==> config.mk <==
export PLATFORM = sky130hd
export DESIGN_NAME = headphone_mixer_route_regs
export DESIGN_NICKNAME = d
export VERILOG_FILES = /design/src/hp_mix_pkg.sv /design/src/path_gain_ctrl.sv /design/src/headphone_mixer_route_regs.sv
export SDC_FILE = /design/constraint.sdc
export NUM_CORES = 1
export LEC_CHECK = 0
export BUFFER_PORTS_ARGS = -buffer_cell sky130_fd_sc_hd__buf_2
export CORE_MARGIN = 3
export CORE_UTILIZATION = 40
export DETAILED_ROUTE_END_ITERATION = 8
export PLACE_DENSITY = 0.59
export SLEW_MARGIN = 20
export SYNTH_ARGS = -nofsm -noshare
export SYNTH_HDL_FRONTEND = slang
export SYNTH_SLANG_ARGS = --single-unit
==> constraint.sdc <==
create_clock -name sys_clk_i -period 3.59 [get_ports sys_clk_i]
set_input_delay 0.359 -clock sys_clk_i [delete_from_list [all_inputs] [get_ports sys_clk_i]]
set_output_delay 0.359 -clock sys_clk_i [all_outputs]
set_load 0.1 [all_outputs]
==> src/hp_mix_pkg.sv <==
package hp_mix_pkg;
    // Register offsets
    localparam logic [7:0] DAC_LEFT_TO_HP_LEFT_VOL = 8'h2f;
    localparam logic [7:0] LINE2_RIGHT_TO_HP_LEFT_VOL = 8'h30;
    localparam logic [7:0] GAIN_RIGHT_TO_HP_LEFT_VOL = 8'h31;
    localparam logic [7:0] DAC_RIGHT_TO_HP_LEFT_VOL = 8'h32;
    localparam logic [7:0] HP_LEFT_LEVEL_CTRL = 8'h33;
    localparam logic [7:0] LINE2_LEFT_TO_HP_COM_VOL = 8'h34;
    localparam logic [7:0] GAIN_LEFT_TO_HP_COM_VOL = 8'h35;
    localparam logic [7:0] DAC_LEFT_TO_HP_COM_VOL = 8'h36;
    localparam logic [7:0] LINE2_RIGHT_TO_HP_COM_VOL = 8'h37;
    localparam logic [7:0] GAIN_RIGHT_TO_HP_COM_VOL = 8'h38;
    // Path counts
    localparam int NUM_LEFT = 4;
    localparam int NUM_COM = 5;
    localparam int NUM_PATHS = 9;
    // Field positions
    localparam int ROUTE_BIT = 7;
    localparam int VOL_MSB = 6;
    localparam int VOL_W = 7;
    localparam int LEVEL_MSB = 7;
    localparam int LEVEL_LSB = 4;
    localparam int MUTE_BIT = 3;
    localparam int PD_DRIVE_BIT = 2;
    localparam int STATUS_BIT = 1;
    localparam int POWER_BIT = 0;
    // Reset values
    localparam logic ROUTE_RESET = 1'b0;
    localparam logic [6:0] VOL_RESET = 7'h00;
    localparam logic [3:0] LEVEL_RESET = 4'h0;
    localparam logic UNMUTE_RESET = 1'b0;
    localparam logic PD_DRIVE_RESET = 1'b1;
    localparam logic PENDING_RESET = 1'b1;
    localparam logic POWER_RESET = 1'b0;
    // Volume codes at or above this mute the path
    localparam logic [6:0] VOL_MUTE_FIRST = 7'h76;
    // Gain ramp timing
    localparam int CLK_PERIOD_NS = 25;
    localparam int STEP_TIME_NS = 100;
    localparam int STEP_CYCLES = (STEP_TIME_NS + CLK_PERIOD_NS - 1) / CLK_PERIOD_NS;
    localparam logic [7:0] STEP_LAST = 8'(STEP_CYCLES - 1);

    function automatic logic [7:0] path_offset(input int idx);
        logic [7:0] off;
        case (idx)
            0: off = DAC_LEFT_TO_HP_LEFT_VOL;
            1: off = LINE2_RIGHT_TO_HP_LEFT_VOL;
            2: off = GAIN_RIGHT_TO_HP_LEFT_VOL;
            3: off = DAC_RIGHT_TO_HP_LEFT_VOL;
            4: off = LINE2_LEFT_TO_HP_COM_VOL;
            5: off = GAIN_LEFT_TO_HP_COM_VOL;
            6: off = DAC_LEFT_TO_HP_COM_VOL;
            7: off = LINE2_RIGHT_TO_HP_COM_VOL;
            default: off = GAIN_RIGHT_TO_HP_COM_VOL;
        endcase
        return off;
    endfunction : path_offset
endpackage : hp_mix_pkg

==> src/path_gain_ctrl.sv <==
module path_gain_ctrl (
    input wire logic sys_clk_i,
    input wire logic rst_n_i,
    input wire logic wr_i,
    input wire logic [7:0] wdata_i,
    input wire logic step_i,
    output logic route_o,
    output logic [6:0] code_o,
    output logic [6:0] applied_o,
    output logic mute_o,
    output logic busy_o
);
    logic [6:0] next_applied;

    // Applied gain walks one code per step to avoid zipper noise
    always_comb begin
        next_applied = applied_o;
        if (step_i && applied_o < code_o) begin
            next_applied = applied_o + 7'h01;
        end else if (step_i && applied_o > code_o) begin
            next_applied = applied_o - 7'h01;
        end
    end

    always_ff @(posedge sys_clk_i) begin
        if (!rst_n_i) begin
            route_o <= hp_mix_pkg::ROUTE_RESET;
        end else if (wr_i) begin
            route_o <= wdata_i[hp_mix_pkg::ROUTE_BIT];
        end
    end

    always_ff @(posedge sys_clk_i) begin
        if (!rst_n_i) begin
            code_o <= hp_mix_pkg::VOL_RESET;
        end else if (wr_i) begin
            code_o <= wdata_i[hp_mix_pkg::VOL_MSB:0];
        end
    end

    always_ff @(posedge sys_clk_i) begin
        if (!rst_n_i) begin
            applied_o <= hp_mix_pkg::VOL_RESET;
        end else begin
            applied_o <= next_applied;
        end
    end

    always_ff @(posedge sys_clk_i) begin
        if (!rst_n_i) begin
            mute_o <= 1'b0;
        end else begin
            mute_o <= next_applied >= hp_mix_pkg::VOL_MUTE_FIRST;
        end
    end

    assign busy_o = applied_o != code_o;
endmodule : path_gain_ctrl

==> src/headphone_mixer_route_regs.sv <==
// Summary of operation
// - Top bit of each left headphone path register connects that source.
// - Low seven bits of each left headphone path hold attenuation, reset zero.
// - Top bit of each common headphone path register connects that source.
// - Low seven bits of each common headphone path hold attenuation, reset zero.
// - Level field in upper nibble selects 0 to 9 dB, reset zero.
// - Mute bit zero mutes driver, one unmutes; starts muted.
// - Power-down drive bit: zero weak common-mode, one tri-state; reset one.
// - Status bit reads one while gains pending, zero once applied.
// - Bit zero powers driver fully up when set, reset zero.
// - Right gain stage to left headphone has its own independent register.
// - Code zero is 0 dB, half-dB steps down; 118 and above mute.
module headphone_mixer_route_regs (
    input wire logic sys_clk_i,
    input wire logic rst_n_i,
    input wire logic [7:0] reg_addr_i,
    input wire logic reg_wr_i,
    input wire logic [7:0] reg_wdata_i,
    input wire logic reg_rd_i,
    output logic [7:0] reg_rdata_o,
    output logic [3:0] hp_left_route_o,
    output logic [27:0] hp_left_vol_o,
    output logic [3:0] hp_left_path_mute_o,
    output logic [4:0] hp_com_route_o,
    output logic [34:0] hp_com_vol_o,
    output logic [4:0] hp_com_path_mute_o,
    output logic [3:0] hp_left_level_o,
    output logic hp_left_unmute_o,
    output logic hp_left_pd_tristate_o,
    output logic hp_left_power_up_o
);
    logic [7:0] step_cnt;
    logic step;
    logic pending;
    logic level_wr;
    logic [8:0] path_wr;
    logic [8:0] route;
    logic [8:0] busy;
    logic [8:0] pmute;
    logic [6:0] code [9];
    logic [6:0] applied [9];
    logic [7:0] next_rdata;

    // Shared ramp tick
    always_ff @(posedge sys_clk_i) begin
        if (!rst_n_i) begin
            step_cnt <= 8'h00;
        end else if (step_cnt == hp_mix_pkg::STEP_LAST) begin
            step_cnt <= 8'h00;
        end else begin
            step_cnt <= step_cnt + 8'h01;
        end
    end
    assign step = step_cnt == hp_mix_pkg::STEP_LAST;

    assign level_wr = reg_wr_i && reg_addr_i == hp_mix_pkg::HP_LEFT_LEVEL_CTRL;

    generate
        for (genvar i = 0; i < hp_mix_pkg::NUM_PATHS; i++) begin : g_path
            assign path_wr[i] = reg_wr_i && reg_addr_i == hp_mix_pkg::path_offset(i);
            path_gain_ctrl u_path (
                .sys_clk_i(sys_clk_i),
                .rst_n_i(rst_n_i),
                .wr_i(path_wr[i]),
                .wdata_i(reg_wdata_i),
                .step_i(step),
                .route_o(route[i]),
                .code_o(code[i]),
                .applied_o(applied[i]),
                .mute_o(pmute[i]),
                .busy_o(busy[i])
            );
            if (i < hp_mix_pkg::NUM_LEFT) begin : g_left
                assign hp_left_route_o[i] = route[i];
                assign hp_left_vol_o[7*i +: 7] = applied[i];
                assign hp_left_path_mute_o[i] = pmute[i];
            end else begin : g_com
                assign hp_com_route_o[i-4] = route[i];
                assign hp_com_vol_o[7*(i-4) +: 7] = applied[i];
                assign hp_com_path_mute_o[i-4] = pmute[i];
            end
        end
    endgenerate

    always_ff @(posedge sys_clk_i) begin
        if (!rst_n_i) begin
            hp_left_level_o <= hp_mix_pkg::LEVEL_RESET;
        end else if (level_wr) begin
            hp_left_level_o <= reg_wdata_i[hp_mix_pkg::LEVEL_MSB:hp_mix_pkg::LEVEL_LSB];
        end
    end

    always_ff @(posedge sys_clk_i) begin
        if (!rst_n_i) begin
            hp_left_unmute_o <= hp_mix_pkg::UNMUTE_RESET;
            hp_left_pd_tristate_o <= hp_mix_pkg::PD_DRIVE_RESET;
            hp_left_power_up_o <= hp_mix_pkg::POWER_RESET;
        end else if (level_wr) begin
            hp_left_unmute_o <= reg_wdata_i[hp_mix_pkg::MUTE_BIT];
            hp_left_pd_tristate_o <= reg_wdata_i[hp_mix_pkg::PD_DRIVE_BIT];
            hp_left_power_up_o <= reg_wdata_i[hp_mix_pkg::POWER_BIT];
        end
    end

    // Write sets pending; a write wins over clearing
    always_ff @(posedge sys_clk_i) begin
        if (!rst_n_i) begin
            pending <= hp_mix_pkg::PENDING_RESET;
        end else begin
            pending <= level_wr || (|path_wr) || (|busy);
        end
    end

    always_comb begin
        next_rdata = 8'h00;
        for (int k = 0; k < hp_mix_pkg::NUM_PATHS; k++) begin
            if (reg_addr_i == hp_mix_pkg::path_offset(k)) begin
                next_rdata = {route[k], code[k]};
            end
        end
        if (reg_addr_i == hp_mix_pkg::HP_LEFT_LEVEL_CTRL) begin
            next_rdata = {hp_left_level_o, hp_left_unmute_o, hp_left_pd_tristate_o, pending, hp_left_power_up_o};
        end
    end

    always_ff @(posedge sys_clk_i) begin
        if (!rst_n_i) begin
            reg_rdata_o <= 8'h00;
        end else if (reg_rd_i) begin
            reg_rdata_o <= next_rdata;
        end
    end

    route_follow_a: assert property (@(posedge sys_clk_i) disable iff (!rst_n_i)
        path_wr[0] |=> hp_left_route_o[0] == $past(reg_wdata_i[7]))
        else $error("left route bit not taken");
    com_route_a: assert property (@(posedge sys_clk_i) disable iff (!rst_n_i)
        path_wr[8] |=> hp_com_route_o[4] == $past(reg_wdata_i[7]) && code[8] == $past(reg_wdata_i[6:0]))
        else $error("common path register not taken");
    vol_step_a: assert property (@(posedge sys_clk_i) disable iff (!rst_n_i)
        !step |=> $stable(hp_left_vol_o[6:0]))
        else $error("applied volume moved off step");
    mute_map_a: assert property (@(posedge sys_clk_i) disable iff (!rst_n_i)
        hp_left_path_mute_o[0] == (hp_left_vol_o[6:0] >= 7'h76))
        else $error("path mute not tied to code");
    code_hold_a: assert property (@(posedge sys_clk_i) disable iff (!rst_n_i)
        (!path_wr[2] && !route[2]) |=> $stable(code[2]))
        else $error("volume lost while unrouted");
    path_indep_a: assert property (@(posedge sys_clk_i) disable iff (!rst_n_i)
        path_wr[2] |=> $stable(code[1]) && $stable(route[3]))
        else $error("neighbour path disturbed");
    level_take_a: assert property (@(posedge sys_clk_i) disable iff (!rst_n_i)
        level_wr |=> hp_left_level_o == $past(reg_wdata_i[7:4]) && hp_left_unmute_o == $past(reg_wdata_i[3]))
        else $error("level register not taken");
    drive_take_a: assert property (@(posedge sys_clk_i) disable iff (!rst_n_i)
        level_wr |=> hp_left_pd_tristate_o == $past(reg_wdata_i[2]) && hp_left_power_up_o == $past(reg_wdata_i[0]))
        else $error("drive or power bit not taken");
    pending_set_a: assert property (@(posedge sys_clk_i) disable iff (!rst_n_i)
        (|path_wr) |=> pending)
        else $error("pending not set by write");
    pending_clr_a: assert property (@(posedge sys_clk_i) disable iff (!rst_n_i)
        (!(|busy) && !(|path_wr) && !level_wr) |=> !pending)
        else $error("pending stuck after apply");
endmodule : headphone_mixer_route_regs

==> metrics.cfg, run 1 <==
[floorplan]
start_util = 0.408
dieWidth_um = 167
design.die.area_mm2 = 0.0278
fp.coreArea_mm2 = 0.0253
fp.dieH_um = 167
top_level_ports = 116
std_cell_rows = 58

[logic_synthesis]
yosysWarnings = 0
synth_nets = 1374
async_reset_ff_frac = 0
synth_cells = 1272
synth_seq_cells = 168
synth_edf_count = 0
synth_area_mm2 = 0.0103
synthFlopType = dfxtp_1
synthDistinctLibCells = 79
synth_area_leaders = dfxtp_1, ha_1, mux2i_1
netlist.area_leader.share = 0.325
ys_seq_area_frac = 0.325
syn_avg_cell_area_um2 = 8.13
synth_commonest_cells = dfxtp_1, nor2_1, a21oi_1
yosysMostFrequentCell = dfxtp_1
synth_area_leader_cell = dfxtp_1

[routing]
antenna_left = 0
vias_per_cell = 5.62
drt_wl_total_um = 30500
wl_per_cell_um = 18.0
drtIter0Drc = 704
drc = 0
vias = 9517
dr.pass1.iters = 4

[global_route]
grt_overflow_total = 0
grt_pass1_vias = 8876
antenna_found_initial = 0
grt_pass1_wl_um = 49500
grt_usage = 0.219
grt_max_degree = 60

[sta]
slew_headroom = 0.438
worst_pin_slew_ps = 844
fin_setup_tns_ps = 0
timing.final.crit_period_ps = 2820
fin_crit_sh = 0.785
clock_skew_ps = 12.5
rsz0062_at_grt = no
max_freq_mhz = 355
whs_ps = 319
drv_slew = 0
setup_viol = 0
finalHoldViolations = 0

[clocking]
cts_hold_buf = 0
numCtsBuffers = 17
clock_latency_ps = 440
clockRootBuffer = clkbuf_16
cts.clk_slew.worst_paths_ps = 70
cts_max_level = 4
cts.sinks = 168
cts_tree = built
cts_resized = 0
cts_buffer_depth = 2
cts_setup_buffers = 0

[critical_path]
required_ps = 3930
slowest_delay_ps = 540
critical_path.top_delay_family = simple AND/OR/NAND/NOR gates
critPathArrivalTime_ps = 3160
startpoint_type = flip-flop
critPathBufInv = 1
crit_chain = ha_1, or4b_4, nor2_4, buf_4, nand2_1, o32ai_1, xor2_1, nand2b_1, nor4bb_1
critPathLaunch = step_cnt[0]$_SDFF_PP0_
regToRegStartpoint = step_cnt[0]$_SDFF_PP0_
end_kind = flip-flop
crit_type = flip-flop to flip-flop
critPathMaxFanout = 23
slowest_stage = or4b_4

[power]
powerDensity_mw_per_mm2 = 350
peakVddDrop_v = 0.000225
leakage_nw = 4.69

[min_path]
min-delay-start = reg_rd_i
hold_class = input port to flip-flop

[run_status]
outcome = finished, final reports clean

[finish]
stdcell_count = 1693
fillers = 2558
layout-drive-gt1-share = 0.149
area_growth_pct = 13.1
n_antenna_cell = 0
fin_nets = 1453

[place]
place_hpwl_um = 22500
port-buffer-count = 115
dp_cells = 1662
gp_congestion = 0.961

[run]
maxCapViolCount = 0

worst paths after layout:
kind	slack, ps	cells after the start	to
setup / recovery	770	9	g_path[0].u_path.mute_o$_SDFF_PN0_
hold / removal	320	2	reg_rdata_o[4]$_SDFFE_PN0P_
setup reg to reg	770	9	g_path[0].u_path.mute_o$_SDFF_PN0_
hold reg to reg	460	1	step_cnt[0]$_SDFF_PP0_
stage by stage:
stage	setup WS, ps	cell area, µm²	total power, mW	utilization
final	773	11700	4.09	0.462
after detailed placement	796	11100	2.31	0.440
after global routing	457	11700	4.22	0.462
after CTS	775	11700	4.11	0.462
after floorplan	249	10300	2.20	-
after global placement	858	11100	2.31	0.440
sequential cells by signal, indices dropped and copies added (netlist names):
name and count:
g_path.u_path.mute_o 9, hp_left_power_up_o 1, g_path.u_path.route_o 9, g_path.u_path.code_o 63
g_path.u_path.applied_o 63, hp_left_level_o 4, pending 1, step_cnt 8
hp_left_unmute_o 1, reg_rdata_o 8, hp_left_pd_tristate_o 1
routing by layer:
metal,vias to the layer above,global-route usage,wire length (µm)
met3,35,0.0389,1830
met2,275,0.331,13300
li1,4686,-,-
met5,-,0,0
met4,0,0.0513,426
met1,4521,0.324,14900
layout by cell type, fill, tap and decap left out, types with 17 or more instances in the layout:
cell type  instances
nor3_1            29
a21oi_1           86
o21ai_0           53
ha_1              82
nand4_1           18
and2_1            18
buf_2            115
mux2i_1           68
xor2_1            18
clkbuf_16         17
nand3_1           78
buf_4             21
nand2_1           79
nor2_1           150
xnor2_1           38
dfxtp_1          168
inv_1             84
worst register-to-register path: stages, from the launching register on:
cell and delay (ps):
dfxtp_1 370, ha_1 260, or4b_4 540, nor2_4 270, buf_4 330, nand2_1 140
o32ai_1 310, xor2_1 220, nand2b_1 70, nor4bb_1 230
final cells by class:
class | instances | area (µm²) | share of cell area
clock buffer | 19 | 433 | 0.0370
sequential | 168 | 3360 | 0.288
clock inverter | 12 | 128 | 0.0109
timing repair buffer | 136 | 733 | 0.0627
inverter | 85 | 322 | 0.0275
tap | 330 | 413 | 0.0353
multi-input combinational | 943 | 6300 | 0.539
logic make-up after synthesis:
group           share of synthesized area
xor+xnor                           0.0474
flops                               0.325
buf+inv                            0.0666
simple gates                        0.238
fa+ha+maj                          0.0992
compound gates                      0.153
mux                                0.0712
power breakdown:
| group | switching, mW | total [mW] | internal, mW |
|---|---|---|---|
| sequential | 0.0180 | 1.90 | 1.88 |
| combinational | 0.278 | 0.377 | 0.0995 |
| clock | 0.797 | 1.82 | 1.02 |
| total | 1.09 | 4.09 | 3.00 |
Power figures use the tool's default switching activity.
==> run 2, diff against run 1 <==
--- a/config.mk
+++ b/config.mk
@@ -9,7 +9,7 @@
 export CORE_MARGIN = 3
 export CORE_UTILIZATION = 40
 export DETAILED_ROUTE_END_ITERATION = 8
-export PLACE_DENSITY = 0.59
+export PLACE_DENSITY = 0.61
 export SLEW_MARGIN = 20
 export SYNTH_ARGS = -nofsm -noshare
 export SYNTH_HDL_FRONTEND = slang
==> constraint.sdc (replaced) <==
create_clock -name sys_clk_i -period 2.45 [get_ports sys_clk_i]
set_input_delay 0.245 -clock sys_clk_i [delete_from_list [all_inputs] [get_ports sys_clk_i]]
set_output_delay 0.245 -clock sys_clk_i [all_outputs]
set_load 0.1 [all_outputs]
==> run 2 against run 1 <==
Register-to-register slack lost 800 ps. First-iteration DRC count grew 16%. Critical path depth shrank 1. Clock skew shrank 0.68 ps. The flow now finishes with violations (negative setup slack).
==> metrics.cfg, run 2 (same netlist as run 1, synthesis figures left out) <==
[critical_path]
cpMostUsedCell = or3_4
crit_chain = ha_4, or4b_4, or3_4, or3_4, nor4_4, a41oi_2, xor2_2, a2111oi_4
critPathMaxFanout = 4
required_ps = 2790
startpoint_type = flip-flop
end_kind = flip-flop
slowest_stage = or4b_4
critPathArrivalTime_ps = 2820
crit_type = flip-flop to flip-flop
reg2reg_slack_ps = -30
slowest_delay_ps = 500

[power]
peakVddDrop_v = 0.000424
leakage_nw = 5.26
powerDensity_mw_per_mm2 = 469
clock_power_share = 0.437
p_int_mw = 4.43
switchingPower_mw = 1.63
p_seq_frac = 0.452
sw_frac_of_total = 0.269
combPwrFrac = 0.110

[sta]
timing.final.crit_period_ps = 2480
setup_viol = 1
max_freq_mhz = 403
finalHoldViolations = 0
clock_skew_ps = 11.8
slew_headroom = 0.608
drv_slew = 0
setup_ws_ps = -29.7
fin_crit_sh = 1.01
rsz0062_at_grt = yes
fin_setup_tns_ps = -29.7
worst_pin_slew_ps = 588

[run_status]
violations = negative setup slack
outcome = finished with violations

[finish]
mostFrequentLayoutCells = nor2_1, buf_2, dfxtp_1
layout_commonest_cell = nor2_1
layout-drive-gt1-share = 0.275
fin_nets = 1536
area_growth_pct = 25.0
top_regs = g_path.u_path.applied_o: 63 flops, g_path.u_path.code_o: 63 flops

[routing]
drtIter0Drc = 820
drc = 0
antenna_left = 0
vias_per_cell = 5.62
dr.pass1.iters = 5
wl_per_cell_um = 18.1
vias = 9998
drt_wl_total_um = 32100

[clocking]
cts_max_level = 4
cts_tree = built
clock_latency_ps = 430
cts_buffer_depth = 2
cts_hold_buf = 0
cts.sinks = 168
clockRootBuffer = clkbuf_16
cts.clk_slew.worst_paths_ps = 60
numCtsBuffers = 17

[floorplan]
top_level_ports = 116
fp.dieH_um = 167
fp.coreArea_mm2 = 0.0253
design.die.area_mm2 = 0.0278
start_util = 0.408
dieWidth_um = 167
std_cell_rows = 58

[global_route]
grt_overflow_total = 0
grt_pass1_vias = 9397
grt_usage = 0.226
grt_max_degree = 43
grt_pass1_wl_um = 50800
antenna_found_initial = 2

[run]
maxCapViolCount = 0

[min_path]
hold_class = input port to flip-flop

[place]
place_hpwl_um = 24000
port-buffer-count = 115
gp_congestion = 0.906
dp_slack_ps = -169

[run 2: cell count changes in the layout (fill, tap and decap cells not counted), sizes merged]
| cell | previous run | this run |
|---|---|---|
| buf | 136 | 219 |
| bufinv | 2 | 0 |
| clkbuf | 19 | 23 |
| inv | 86 | 87 |
| diode | 0 | 1 |
| clkinvlp | 4 | 2 |
[run 2: worst paths after layout]
check	depth (start not counted)	from	endpoint
worst min register to register	2	g_path[8].u_path.code_o[3]$_SDFFE_PN0P_	g_path[8].u_path.code_o[3]$_SDFFE_PN0P_
worst max register to register	8	step_cnt[1]$_SDFF_PP0_	g_path[8].u_path.mute_o$_SDFF_PN0_
worst min-delay path	2	reg_rd_i	reg_rdata_o[4]$_SDFFE_PN0P_
worst max-delay path	8	step_cnt[1]$_SDFF_PP0_	g_path[8].u_path.mute_o$_SDFF_PN0_
[run 2: worst max-delay path, delay by kind of cell, from the launching register on]
kind	cells	cell delay (ps)
fa+ha+maj	1	130
simple gates	4	1440
xor+xnor	1	200
compound gates	2	270
flops	1	350
[run 2: cell type report]
| class | instances | area [µm²] |
|---|---|---|
| fillers | 2433 | 12400 |
| diodes | 1 | 2.50 |
| multi-input cells | 943 | 6630 |
| clock inverters | 9 | 60.1 |
| clock buffers | 23 | 520 |
| well taps | 330 | 413 |
| repair buffers | 219 | 1440 |
| flip-flops and latches | 168 | 3550 |
| inverters | 85 | 322 |
[run 2: through the flow]
| stage | cells | total power [mW] | area (µm²) | hold WS, ps | utilization |
|---|---|---|---|---|---|
| floorplan | 1272 | 3.19 | 10600 | 397 | - |
| global placement | 1740 | 3.42 | 12100 | 442 | 0.477 |
| detailed placement | 1740 | 3.42 | 12100 | 454 | 0.477 |
| CTS | 1774 | 6.08 | 12700 | 182 | 0.501 |
| global route | 1778 | 6.28 | 12900 | 195 | 0.511 |
| finish | 1778 | 6.07 | 12900 | 204 | 0.511 |
[run 2: power groups by stage]
stage,logic [mW],clock network [mW],registers [mW]
final,0.670,2.65,2.74
after global placement,0.617,0,2.80
after global routing,0.719,2.82,2.74
after detailed placement,0.620,0,2.80
after floorplan,0.310,0,2.88
after CTS,0.631,2.71,2.74
[run 2: metal layers]
metal  routed length [µm]  global-route usage  up-vias
met5                   13                   0        -
met4                  933              0.0829        2
met3                 2120              0.0482       60
met2                14100               0.351      331
met1                15000               0.310     4757
li1                     -                   -     4848
[run 2: repair_timing]
action | in CTS | in global routing
endpoints found under the setup margin | 8 | 17
pin swaps | 2 | 10
setup buffers | 2 | 3
resized for setup | 5 | 47
